<file path="src/shared/pmrc_defs.svh">
// Offsets, field positions, reset values and timing counts for the power mode and reset control block
`ifndef PMRC_DEFS_SVH
`define PMRC_DEFS_SVH
`define PMRC_PMC_ADDR 8'h87
`define PMRC_RCR_ADDR 8'hEF
`define PMRC_PMC_RESET 8'h00
`define PMRC_IDLE_BIT 0
`define PMRC_STOP_BIT 1
`define PMRC_GF_LSB 2
`define PMRC_PIN_FLAG_BIT 0
`define PMRC_POR_FLAG_BIT 1
`define PMRC_MCD_FLAG_BIT 2
`define PMRC_RESET_VECTOR 16'h0000
`define PMRC_PORT_RESET 8'hFF
`define PMRC_WDT_DIV 12
`define PMRC_CLK_MHZ 50
`define PMRC_POR_DELAY_US 300
`define PMRC_POR_DELAY_CYC (`PMRC_POR_DELAY_US * `PMRC_CLK_MHZ)
`define PMRC_MCD_TIMEOUT_US 100
`define PMRC_MCD_TIMEOUT_CYC (`PMRC_MCD_TIMEOUT_US * `PMRC_CLK_MHZ)
`define PMRC_RST_EXIT_US 5
`define PMRC_RST_EXIT_CYC (`PMRC_RST_EXIT_US * `PMRC_CLK_MHZ)
`endif

</file>
<file path="src/shared/pmrc_pkg.sv">
// Types of the power mode and reset control block
package pmrc_pkg;
    typedef enum logic [1:0] {
        PMRC_RUN = 2'h0,
        PMRC_IDLE = 2'h1,
        PMRC_STOP = 2'h2,
        PMRC_RESET = 2'h3
    } pmrc_state_t;
    typedef struct packed {
        logic wr;
        logic rd;
        logic [7:0] addr;
        logic [7:0] wdata;
    } pmrc_sfr_req_t;
    typedef struct packed {
        logic cpu_clk_en;
        logic periph_clk_en;
        logic int_osc_en;
        logic core_rst;
    } pmrc_ctl_t;
endpackage

</file>
<file path="src/core/pmrc_delay.sv">
// Reset release delay counter
`timescale 1ns/100ps
module pmrc_delay
    import pmrc_pkg::*;
#(
    parameter int CW = 16
) (
    input wire logic mclk,
    input wire logic rst_n,
    input wire logic hold,
    input wire logic [CW-1:0] len,
    output logic done
);
    logic [CW-1:0] cnt_q;
    // Counts while not held, saturates at len
    always_ff @(posedge mclk or negedge rst_n) begin
        if (!rst_n) begin
            cnt_q <= '0;
        end else if (hold) begin
            cnt_q <= '0;
        end else if (cnt_q != len) begin
            cnt_q <= cnt_q + 1'b1;
        end
    end
    assign done = !hold && (cnt_q == len);
endmodule // pmrc_delay

</file>
<file path="src/core/pmrc_top.sv">
// Power mode control and reset sequencing
// How it works
// - Idle bit write stops CPU clock; peripherals keep clocking.
// - Idle keeps all registers and memory; peripherals keep running.
// - Enabled interrupt in idle clears idle and resumes the CPU.
// - Reset ending idle or stop runs normal reset sequence to vector.
// - Watchdog keeps counting in idle and its reset ends idle.
// - Stop bit write halts internal oscillator, CPU and digital peripherals.
// - Stop ends only by reset; interrupts never wake it.
// - Missing clock detector stays active in stop and may reset.
// - Stop and idle bits always read as zero.
// - Upper six bits are plain flags, zero after reset.
// - Reset halts CPU, resets registers, forces ports, disables interrupts.
// - Reset keeps data memory but reinitialises stack pointer.
// - Port latches go to all ones, open-drain, weak pull-ups on.
// - Power-on and supply monitor resets drive reset pin low.
// - Leaving reset picks internal oscillator, enables watchdog at clock/12.
// - Power-up holds reset until supply good, then release delay.
// - Power-on and supply monitor resets set power-on flag; other resets clear it.
// - Power-on disables supply monitor; other resets keep it.
// - Monitor low supply holds reset and pin; only the short exit delay on recovery.
// - Power-on flag write with monitor off enables it and resets.
// - External pin low forces reset and sets pin reset flag while low.
// - Missing clock timeout resets without driving the reset pin.
`timescale 1ns/100ps
`include "pmrc_defs.svh"
module pmrc_top
    import pmrc_pkg::*;
#(
    parameter int POR_DELAY_CYC = `PMRC_POR_DELAY_CYC,
    parameter int MCD_TIMEOUT_CYC = `PMRC_MCD_TIMEOUT_CYC,
    parameter int EXIT_CYC = `PMRC_RST_EXIT_CYC
) (
    input wire logic mclk,
    input wire logic rstn,
    input wire pmrc_sfr_req_t sfr_req,
    input wire logic instr_done,
    input wire logic irq_pending,
    input wire logic wdt_reset,
    input wire logic sys_clk_level,
    input wire logic supply_good,
    input wire logic rst_pin_in,
    output logic rst_pin_out,
    output logic rst_pin_oe,
    output logic [7:0] sfr_rdata,
    output pmrc_ctl_t ctl,
    output logic [7:0] port_latch_reset,
    output logic weak_pullup_en,
    output logic [15:0] reset_vector,
    output logic wdt_enable,
    output logic [3:0] wdt_div,
    output logic monitor_enabled
);
    ////////////////////////////////////////////////////////////////////////////////
    // Reset synchroniser
    logic rst_s1_q;
    logic rst_n;
    always_ff @(posedge mclk or negedge rstn) begin
        if (!rstn) begin
            rst_s1_q <= 1'b0;
            rst_n <= 1'b0;
        end else begin
            rst_s1_q <= 1'b1;
            rst_n <= rst_s1_q;
        end
    end

    ////////////////////////////////////////////////////////////////////////////////
    // Register state
    pmrc_state_t state_q;
    pmrc_state_t state_d;
    logic [5:0] gflags_q;
    logic idle_pend_q;
    logic stop_pend_q;
    logic mon_en_q;
    logic mcd_en_q;
    logic por_flag_q;
    logic pin_flag_q;
    logic mcd_flag_q;
    logic por_phase_q;
    logic [16:0] mcd_cnt_q;
    logic clk_lvl_q;

    // Register decode
    wire pmc_wr = sfr_req.wr && (sfr_req.addr == `PMRC_PMC_ADDR);
    wire rcr_wr = sfr_req.wr && (sfr_req.addr == `PMRC_RCR_ADDR);
    wire pmc_rd = sfr_req.rd && (sfr_req.addr == `PMRC_PMC_ADDR);
    wire rcr_rd = sfr_req.rd && (sfr_req.addr == `PMRC_RCR_ADDR);
    wire mon_kick = rcr_wr && !in_reset && sfr_req.wdata[`PMRC_POR_FLAG_BIT] && !mon_en_q;

    // Reset causes
    // supply monitor holds reset
    wire mon_low = mon_en_q && !supply_good;
    wire pin_low = !rst_pin_in && !rst_pin_oe;
    wire mcd_trip = mcd_en_q && (mcd_cnt_q >= 17'(MCD_TIMEOUT_CYC));
    wire any_cause = mon_low || pin_low || mcd_trip || wdt_reset || mon_kick;

    ////////////////////////////////////////////////////////////////////////////////
    // Release delay: long after power-on, short otherwise
    logic delay_done;
    wire in_reset = (state_q == PMRC_RESET);
    wire delay_hold = !in_reset || any_cause || (por_phase_q && !supply_good);
    wire [16:0] delay_len = por_phase_q ? 17'(POR_DELAY_CYC) : 17'(EXIT_CYC);
    pmrc_delay #(
        .CW(17)
    ) u_delay (
        .mclk(mclk),
        .rst_n(rst_n),
        .hold(delay_hold),
        .len(delay_len),
        .done(delay_done)
    );

    ////////////////////////////////////////////////////////////////////////////////
    // Power mode state machine
    always_comb begin
        state_d = state_q;
        case (state_q)
            PMRC_RUN: begin
                if (stop_pend_q && instr_done) begin
                    state_d = PMRC_STOP;
                end else if (idle_pend_q && instr_done) begin
                    state_d = PMRC_IDLE;
                end
            end
            PMRC_IDLE: state_d = irq_pending ? PMRC_RUN : PMRC_IDLE;
            PMRC_STOP: state_d = PMRC_STOP;
            PMRC_RESET: state_d = delay_done ? PMRC_RUN : PMRC_RESET;
            default: state_d = PMRC_RESET;
        endcase
        if (any_cause) begin
            state_d = PMRC_RESET;
        end
    end

    always_ff @(posedge mclk or negedge rst_n) begin
        if (!rst_n) begin
            state_q <= PMRC_RESET;
        end else begin
            state_q <= state_d;
        end
    end

    ////////////////////////////////////////////////////////////////////////////////
    // Power mode control register
    // general flags; select bits latch until the instruction ends
    always_ff @(posedge mclk or negedge rst_n) begin
        if (!rst_n) begin
            gflags_q <= '0;
            idle_pend_q <= 1'b0;
            stop_pend_q <= 1'b0;
        end else if (in_reset || any_cause) begin
            gflags_q <= '0;
            idle_pend_q <= 1'b0;
            stop_pend_q <= 1'b0;
        end else if (pmc_wr) begin
            gflags_q <= sfr_req.wdata[7:`PMRC_GF_LSB];
            idle_pend_q <= sfr_req.wdata[`PMRC_IDLE_BIT];
            stop_pend_q <= sfr_req.wdata[`PMRC_STOP_BIT];
        end else if (instr_done) begin
            idle_pend_q <= 1'b0;
            stop_pend_q <= 1'b0;
        end
    end

    ////////////////////////////////////////////////////////////////////////////////
    // Reset cause flags and enables
    always_ff @(posedge mclk or negedge rst_n) begin
        if (!rst_n) begin
            por_phase_q <= 1'b1;
            mon_en_q <= 1'b0;
            mcd_en_q <= 1'b0;
            por_flag_q <= 1'b0;
            pin_flag_q <= 1'b0;
            mcd_flag_q <= 1'b0;
        end else begin
            if (rcr_wr && !in_reset) begin
                mon_en_q <= mon_en_q | sfr_req.wdata[`PMRC_POR_FLAG_BIT];
                if (mon_en_q && !sfr_req.wdata[`PMRC_POR_FLAG_BIT]) begin
                    mon_en_q <= 1'b0;
                end
                mcd_en_q <= sfr_req.wdata[`PMRC_MCD_FLAG_BIT];
            end
            if (mon_low) begin
                por_phase_q <= 1'b0;
            end
            // power-on and monitor resets set power-on flag, others clear it
            if (any_cause) begin
                por_flag_q <= mon_low;
                pin_flag_q <= pin_low;
                mcd_flag_q <= mcd_trip;
            end else if (in_reset && delay_done) begin
                if (por_phase_q) begin
                    por_flag_q <= 1'b1;
                end
                por_phase_q <= 1'b0;
            end
        end
    end

    ////////////////////////////////////////////////////////////////////////////////
    // Missing clock one-shot
    always_ff @(posedge mclk or negedge rst_n) begin
        if (!rst_n) begin
            clk_lvl_q <= 1'b0;
            mcd_cnt_q <= '0;
        end else begin
            clk_lvl_q <= sys_clk_level;
            if (clk_lvl_q != sys_clk_level || in_reset) begin
                mcd_cnt_q <= '0;
            end else if (mcd_cnt_q != 17'h1FFFF) begin
                mcd_cnt_q <= mcd_cnt_q + 17'h00001;
            end
        end
    end

    ////////////////////////////////////////////////////////////////////////////////
    // Read data
    // select bits read zero
    wire [7:0] pmc_view = {gflags_q, 2'h0};
    wire [7:0] rcr_view = {5'h00, mcd_flag_q, por_flag_q, pin_flag_q};
    always_ff @(posedge mclk or negedge rst_n) begin
        if (!rst_n) begin
            sfr_rdata <= 8'h00;
        end else begin
            sfr_rdata <= pmc_rd ? pmc_view : (rcr_rd ? rcr_view : 8'h00);
        end
    end

    ////////////////////////////////////////////////////////////////////////////////
    // Clock and reset controls
    // peripherals and watchdog clocked in idle
    assign ctl.periph_clk_en = (state_q == PMRC_RUN) || (state_q == PMRC_IDLE);
    // CPU clock off in idle and stop
    assign ctl.cpu_clk_en = (state_q == PMRC_RUN);
    assign ctl.int_osc_en = (state_q != PMRC_STOP);
    // core reset reloads registers and stack pointer, memory untouched
    assign ctl.core_rst = in_reset;
    assign port_latch_reset = `PMRC_PORT_RESET;
    assign weak_pullup_en = 1'b1;
    assign reset_vector = `PMRC_RESET_VECTOR;
    assign wdt_enable = 1'b1;
    assign wdt_div = 4'(`PMRC_WDT_DIV);
    assign monitor_enabled = mon_en_q;
    // pin low for power-on and monitor resets only
    assign rst_pin_oe = in_reset && (por_phase_q || mon_low || por_flag_q); // Monitor reset holds pin to exit
    assign rst_pin_out = 1'b0;

    ////////////////////////////////////////////////////////////////////////////////
    // Assertions
    property p_stop_stays;
        @(posedge mclk) disable iff (!rst_n)
        (state_q == PMRC_STOP) && !any_cause |=> (state_q == PMRC_STOP);
    endproperty
    a_stop_stays: assert property (p_stop_stays) else $error("stop left without reset");
    property p_idle_wake;
        @(posedge mclk) disable iff (!rst_n)
        (state_q == PMRC_IDLE) && irq_pending && !any_cause |=> (state_q == PMRC_RUN) && ctl.cpu_clk_en;
    endproperty
    a_idle_wake: assert property (p_idle_wake) else $error("interrupt did not wake idle");
    property p_cause_reset;
        @(posedge mclk) disable iff (!rst_n)
        any_cause |=> in_reset && ctl.core_rst;
    endproperty
    a_cause_reset: assert property (p_cause_reset) else $error("reset cause ignored");
    property p_read_zero;
        @(posedge mclk) disable iff (!rst_n)
        pmc_rd |=> (sfr_rdata[1:0] == 2'h0);
    endproperty
    a_read_zero: assert property (p_read_zero) else $error("select bits read nonzero");
    property p_stop_first;
        @(posedge mclk) disable iff (!rst_n)
        (state_q == PMRC_RUN) && stop_pend_q && idle_pend_q && instr_done && !any_cause |=> (state_q == PMRC_STOP);
    endproperty
    a_stop_first: assert property (p_stop_first) else $error("stop did not win over idle");
    property p_stop_osc;
        @(posedge mclk) disable iff (!rst_n)
        (state_q == PMRC_STOP) |-> !ctl.int_osc_en && !ctl.periph_clk_en;
    endproperty
    a_stop_osc: assert property (p_stop_osc) else $error("clocks alive in stop");
    property p_mon_pin;
        @(posedge mclk) disable iff (!rst_n)
        mon_low |=> rst_pin_oe;
    endproperty
    a_mon_pin: assert property (p_mon_pin) else $error("reset pin not driven on low supply");
    property p_mcd_pin;
        @(posedge mclk) disable iff (!rst_n)
        mcd_trip && !por_phase_q && !mon_low |=> !rst_pin_oe;
    endproperty
    a_mcd_pin: assert property (p_mcd_pin) else $error("pin driven by missing clock reset");
    property p_kick;
        @(posedge mclk) disable iff (!rst_n)
        mon_kick |=> in_reset && mon_en_q;
    endproperty
    a_kick: assert property (p_kick) else $error("monitor enable did not reset");
endmodule // pmrc_top

</file>
<file path="config.mk">
export PLATFORM = sky130hd
export DESIGN_NAME = pmrc_top
export DESIGN_NICKNAME = d
export VERILOG_FILES = /design/src/shared/pmrc_pkg.sv /design/src/core/pmrc_delay.sv /design/src/core/pmrc_top.sv
export VERILOG_INCLUDE_DIRS = /design/src /design/src/shared
export SDC_FILE = /design/constraint.sdc
export NUM_CORES = 1
export LEC_CHECK = 0
export ABC_AREA = 1
export BUFFER_PORTS_ARGS = -buffer_cell sky130_fd_sc_hd__buf_2
export CORE_MARGIN = 4
export CORE_UTILIZATION = 25
export DETAILED_ROUTE_END_ITERATION = 12
export PLACE_DENSITY = 0.43
export SYNTH_ARGS = -nofsm -noshare
export SYNTH_HDL_FRONTEND = slang
export SYNTH_SLANG_ARGS = --single-unit
</file>
<file path="constraint.sdc">
create_clock -name mclk -period 2.4 [get_ports mclk]
set_input_delay 0.48 -clock mclk [delete_from_list [all_inputs] [get_ports mclk]]
set_output_delay 0.48 -clock mclk [all_outputs]
set_load 0.03 [all_outputs]
</file>
==> run metrics <==
GRT Util Overall 10.1%; vias in the first global route 2670; Synth-to-Final Area Change 18.4%; largest net degree at the start of global routing 38; top cells by count, synth nand2_1 (65), dfrtp_1 (58), nor2_1 (53), inv_1 (52), nand3_1 (43); area of the multi-input gates 1510 um^2; Top delay family on crit path simple AND/OR/NAND/NOR gates; Post-Route WL 7.51 mm; # setup viols final 0; number of port buffers 39; DR iter-0 viols between 90 and 100; Die Y ~120 um; Clk pin slew, worst setup/hold paths 60 ps; Cell Pwr Density 597 nW/um^2; final hold vios 0; main combinational cell family by area after synthesis simple AND/OR/NAND/NOR gates; Initial Util 25.5%; DR vias/cell 4.25; Cells after Synth 419; Max-cap violations 0; Synth Flop Type dfrtp_1; crit share post-route ~93%; mean post-synth cell area 8.10 um^2; Worst EP arrival 2450 ps; die area approximately 16000 um^2; Final Cell Area about 4000 um^2; Pwr Total 2400 uW; Synth Area in XOR/XNOR 1.55%; fin crit period 2230 ps; Yosys warnings 0; Util after Layout 30.2%; crit-path cells ha_1, nand2_1, nor2_2, nand3_1, nor2_2, nand3_1, nor3_2, ha_2, clkinv_1, nand2_1, nor3_1, o221a_2; Fin Hold WS 249 ps; Synth Area in Compound Gates around 6.6%; first-pass GRT wire length ~13 mm; layout cells sized above 1 20.4%; via count 2765; flip-flop and latch count after synthesis 61; GPL Wtd Cong 0.816; Worst-Margin Slew 531 ps; dpl cells 633; H-tree depth 3; fin. max-slew vios 0; CTS tree yes; worst rel slew slack around 65%; synth unique cells 41; Crit path largest cell delay 380 ps; largest area contributor in the netlist dfrtp_1; Post-Syn Area 3390 um^2; top post-synthesis cells by area dfrtp_1 (43%), nand2_1 (7.2%), buf_4 (7.1%), nand3_1 (6.3%), nor2_1 (5.9%); CTS max path bufs 2; root buf cell clkbuf_16; num ports 71; Leak between 0.0015 and 0.002 uW; CTS Buf Count 9; simple-gate share of the synthesized area 30.7%; Rows 42; launching element type of the critical path flip-flop; maximum vdd drop 0.000287 V; mux cell area share after synthesis 0%; WS Path Type flip-flop to flip-flop; grt total ovfl 0; routed len/inst 11.5 um; Core ar. 13300 um^2; status finished, final reports clean; fmax 448 MHz; Synth top area share 42.8%; Nets 500; Slowest cell on crit path dfrtp_1; initial antenna violation count 0; sequential cell area around 1500 um^2; Data required, critical path 2620 ps; Adder-Cell Fraction of Synth Area 1.47%; Die X around 120 um; # clock sinks 61; Worst setup EP type flip-flop; Placed Area 3700 um^2; Post-DP HPWL 5.64 mm; top-count cell post-synth nand2_1; RSZ-0062 raised after global routing true; EDFF count, synth 0; drt first pass iters 4; Final ANT Viol Nets 0; Hold Crit Class flip-flop to asynchronous set/reset pin; DR DRC count 0; Antenna diodes 0; WP buf/inv 1; Clock Latency Late Sink approximately 330 ps; final non-filler cell total ~650; crit-path max FO 4; Layout Skew 7.52 ps; Post-synth ARST share between 90% and 100%; sequential area share after synthesis a little under half; # fillers 1408
[flip-flops by register name, summed over array words and instances (netlist names), 2 cells and up]
signal and flops:
state_q 2, sfr_rdata 8, gflags_q 6, mcd_cnt_q 17, u_delay.cnt_q 17
[kinds of logic (layout without fill, tap and decap cells)]
family,count (synthesis),after routing
and+or+nand+nor,213,213
AOI/OAI and AO/OA,41,41
xor gates and xnor gates,6,6
other,2,32
adders and majority gates,4,4
buffers and inverters,92,118
DFF,61,61
[worst paths after layout]
kind                                     startpoint                       end  slack, ps  cells after the start
min reg2reg                         rst_n$_DFF_PN0_    sfr_rdata[7]$_DFF_PN0_        250                      0
min                                 rst_n$_DFF_PN0_    sfr_rdata[7]$_DFF_PN0_        250                      0
max reg2reg                mcd_cnt_q[0]$_DFFE_PN0P_  mcd_cnt_q[5]$_DFFE_PN0P_        170                     12
min in group mclk                     sys_clk_level       clk_lvl_q$_DFF_PN0_        290                      1
max in group asynchronous           rst_n$_DFF_PN0_     por_phase_q$_DFF_PN1_       1490                      1
max                        mcd_cnt_q[0]$_DFFE_PN0P_  mcd_cnt_q[5]$_DFFE_PN0P_        170                     12
[stage by stage]
step / setup slack, ps / TNS (ps)
5_1_grt: -23.9 / -31.2
6_report: 167 / 0
4_1_cts: 53.1 / 0
3_5_place_dp: 72.5 / 0
2_1_floorplan: 279 / 0
3_3_place_gp: 214 / 0
[layer usage]
layer	track usage, %	vias up	part of all wire (%)
met2	14.7	88	42
met4	4.77	0	2.1
li1	-	1397	-
met5	0	-	0
met1	13.9	1268	49
met3	2.62	12	6.4
[power breakdown]
part	switching (uW)	internal (uW)
registers	10.7	1030
clock network	512	708
logic	107	27.7
[repair_timing]
action	4_1_cts	5_1_grt
endpoints found under the hold margin	2	0
hold buffers	1	0
gates resized for setup	0	6
endpoints found under the setup margin	0	16
setup buffers	0	1
[area by class of cell]
class / count / share of cell area, %
sequential: 61 / 38.1
multi-input combinational: 296 / 37.5
clock buffer: 9 / 5.61
tap: 176 / 5.48
timing repair buffer: 45 / 6.35
clock inverter: 7 / 1.40
inverter: 57 / 5.51
[layout by cell type (no fill, tap or decap), types with 4 or more instances in the layout]
cell type / instances
buf_2: 39
o21ai_0: 17
clkbuf_16: 9
conb_1: 32
nand3_1: 42
xor2_1: 5
buf_4: 4
nor2_1: 51
nor3_1: 14
a21oi_1: 15
nand4_1: 10
inv_1: 52
nor3_2: 8
nand2_2: 6
dfrtp_1: 57
nand2_1: 64
nor2_2: 4
clkinvlp_4: 4
No activity file was read; power rests on OpenSTA's default activity.
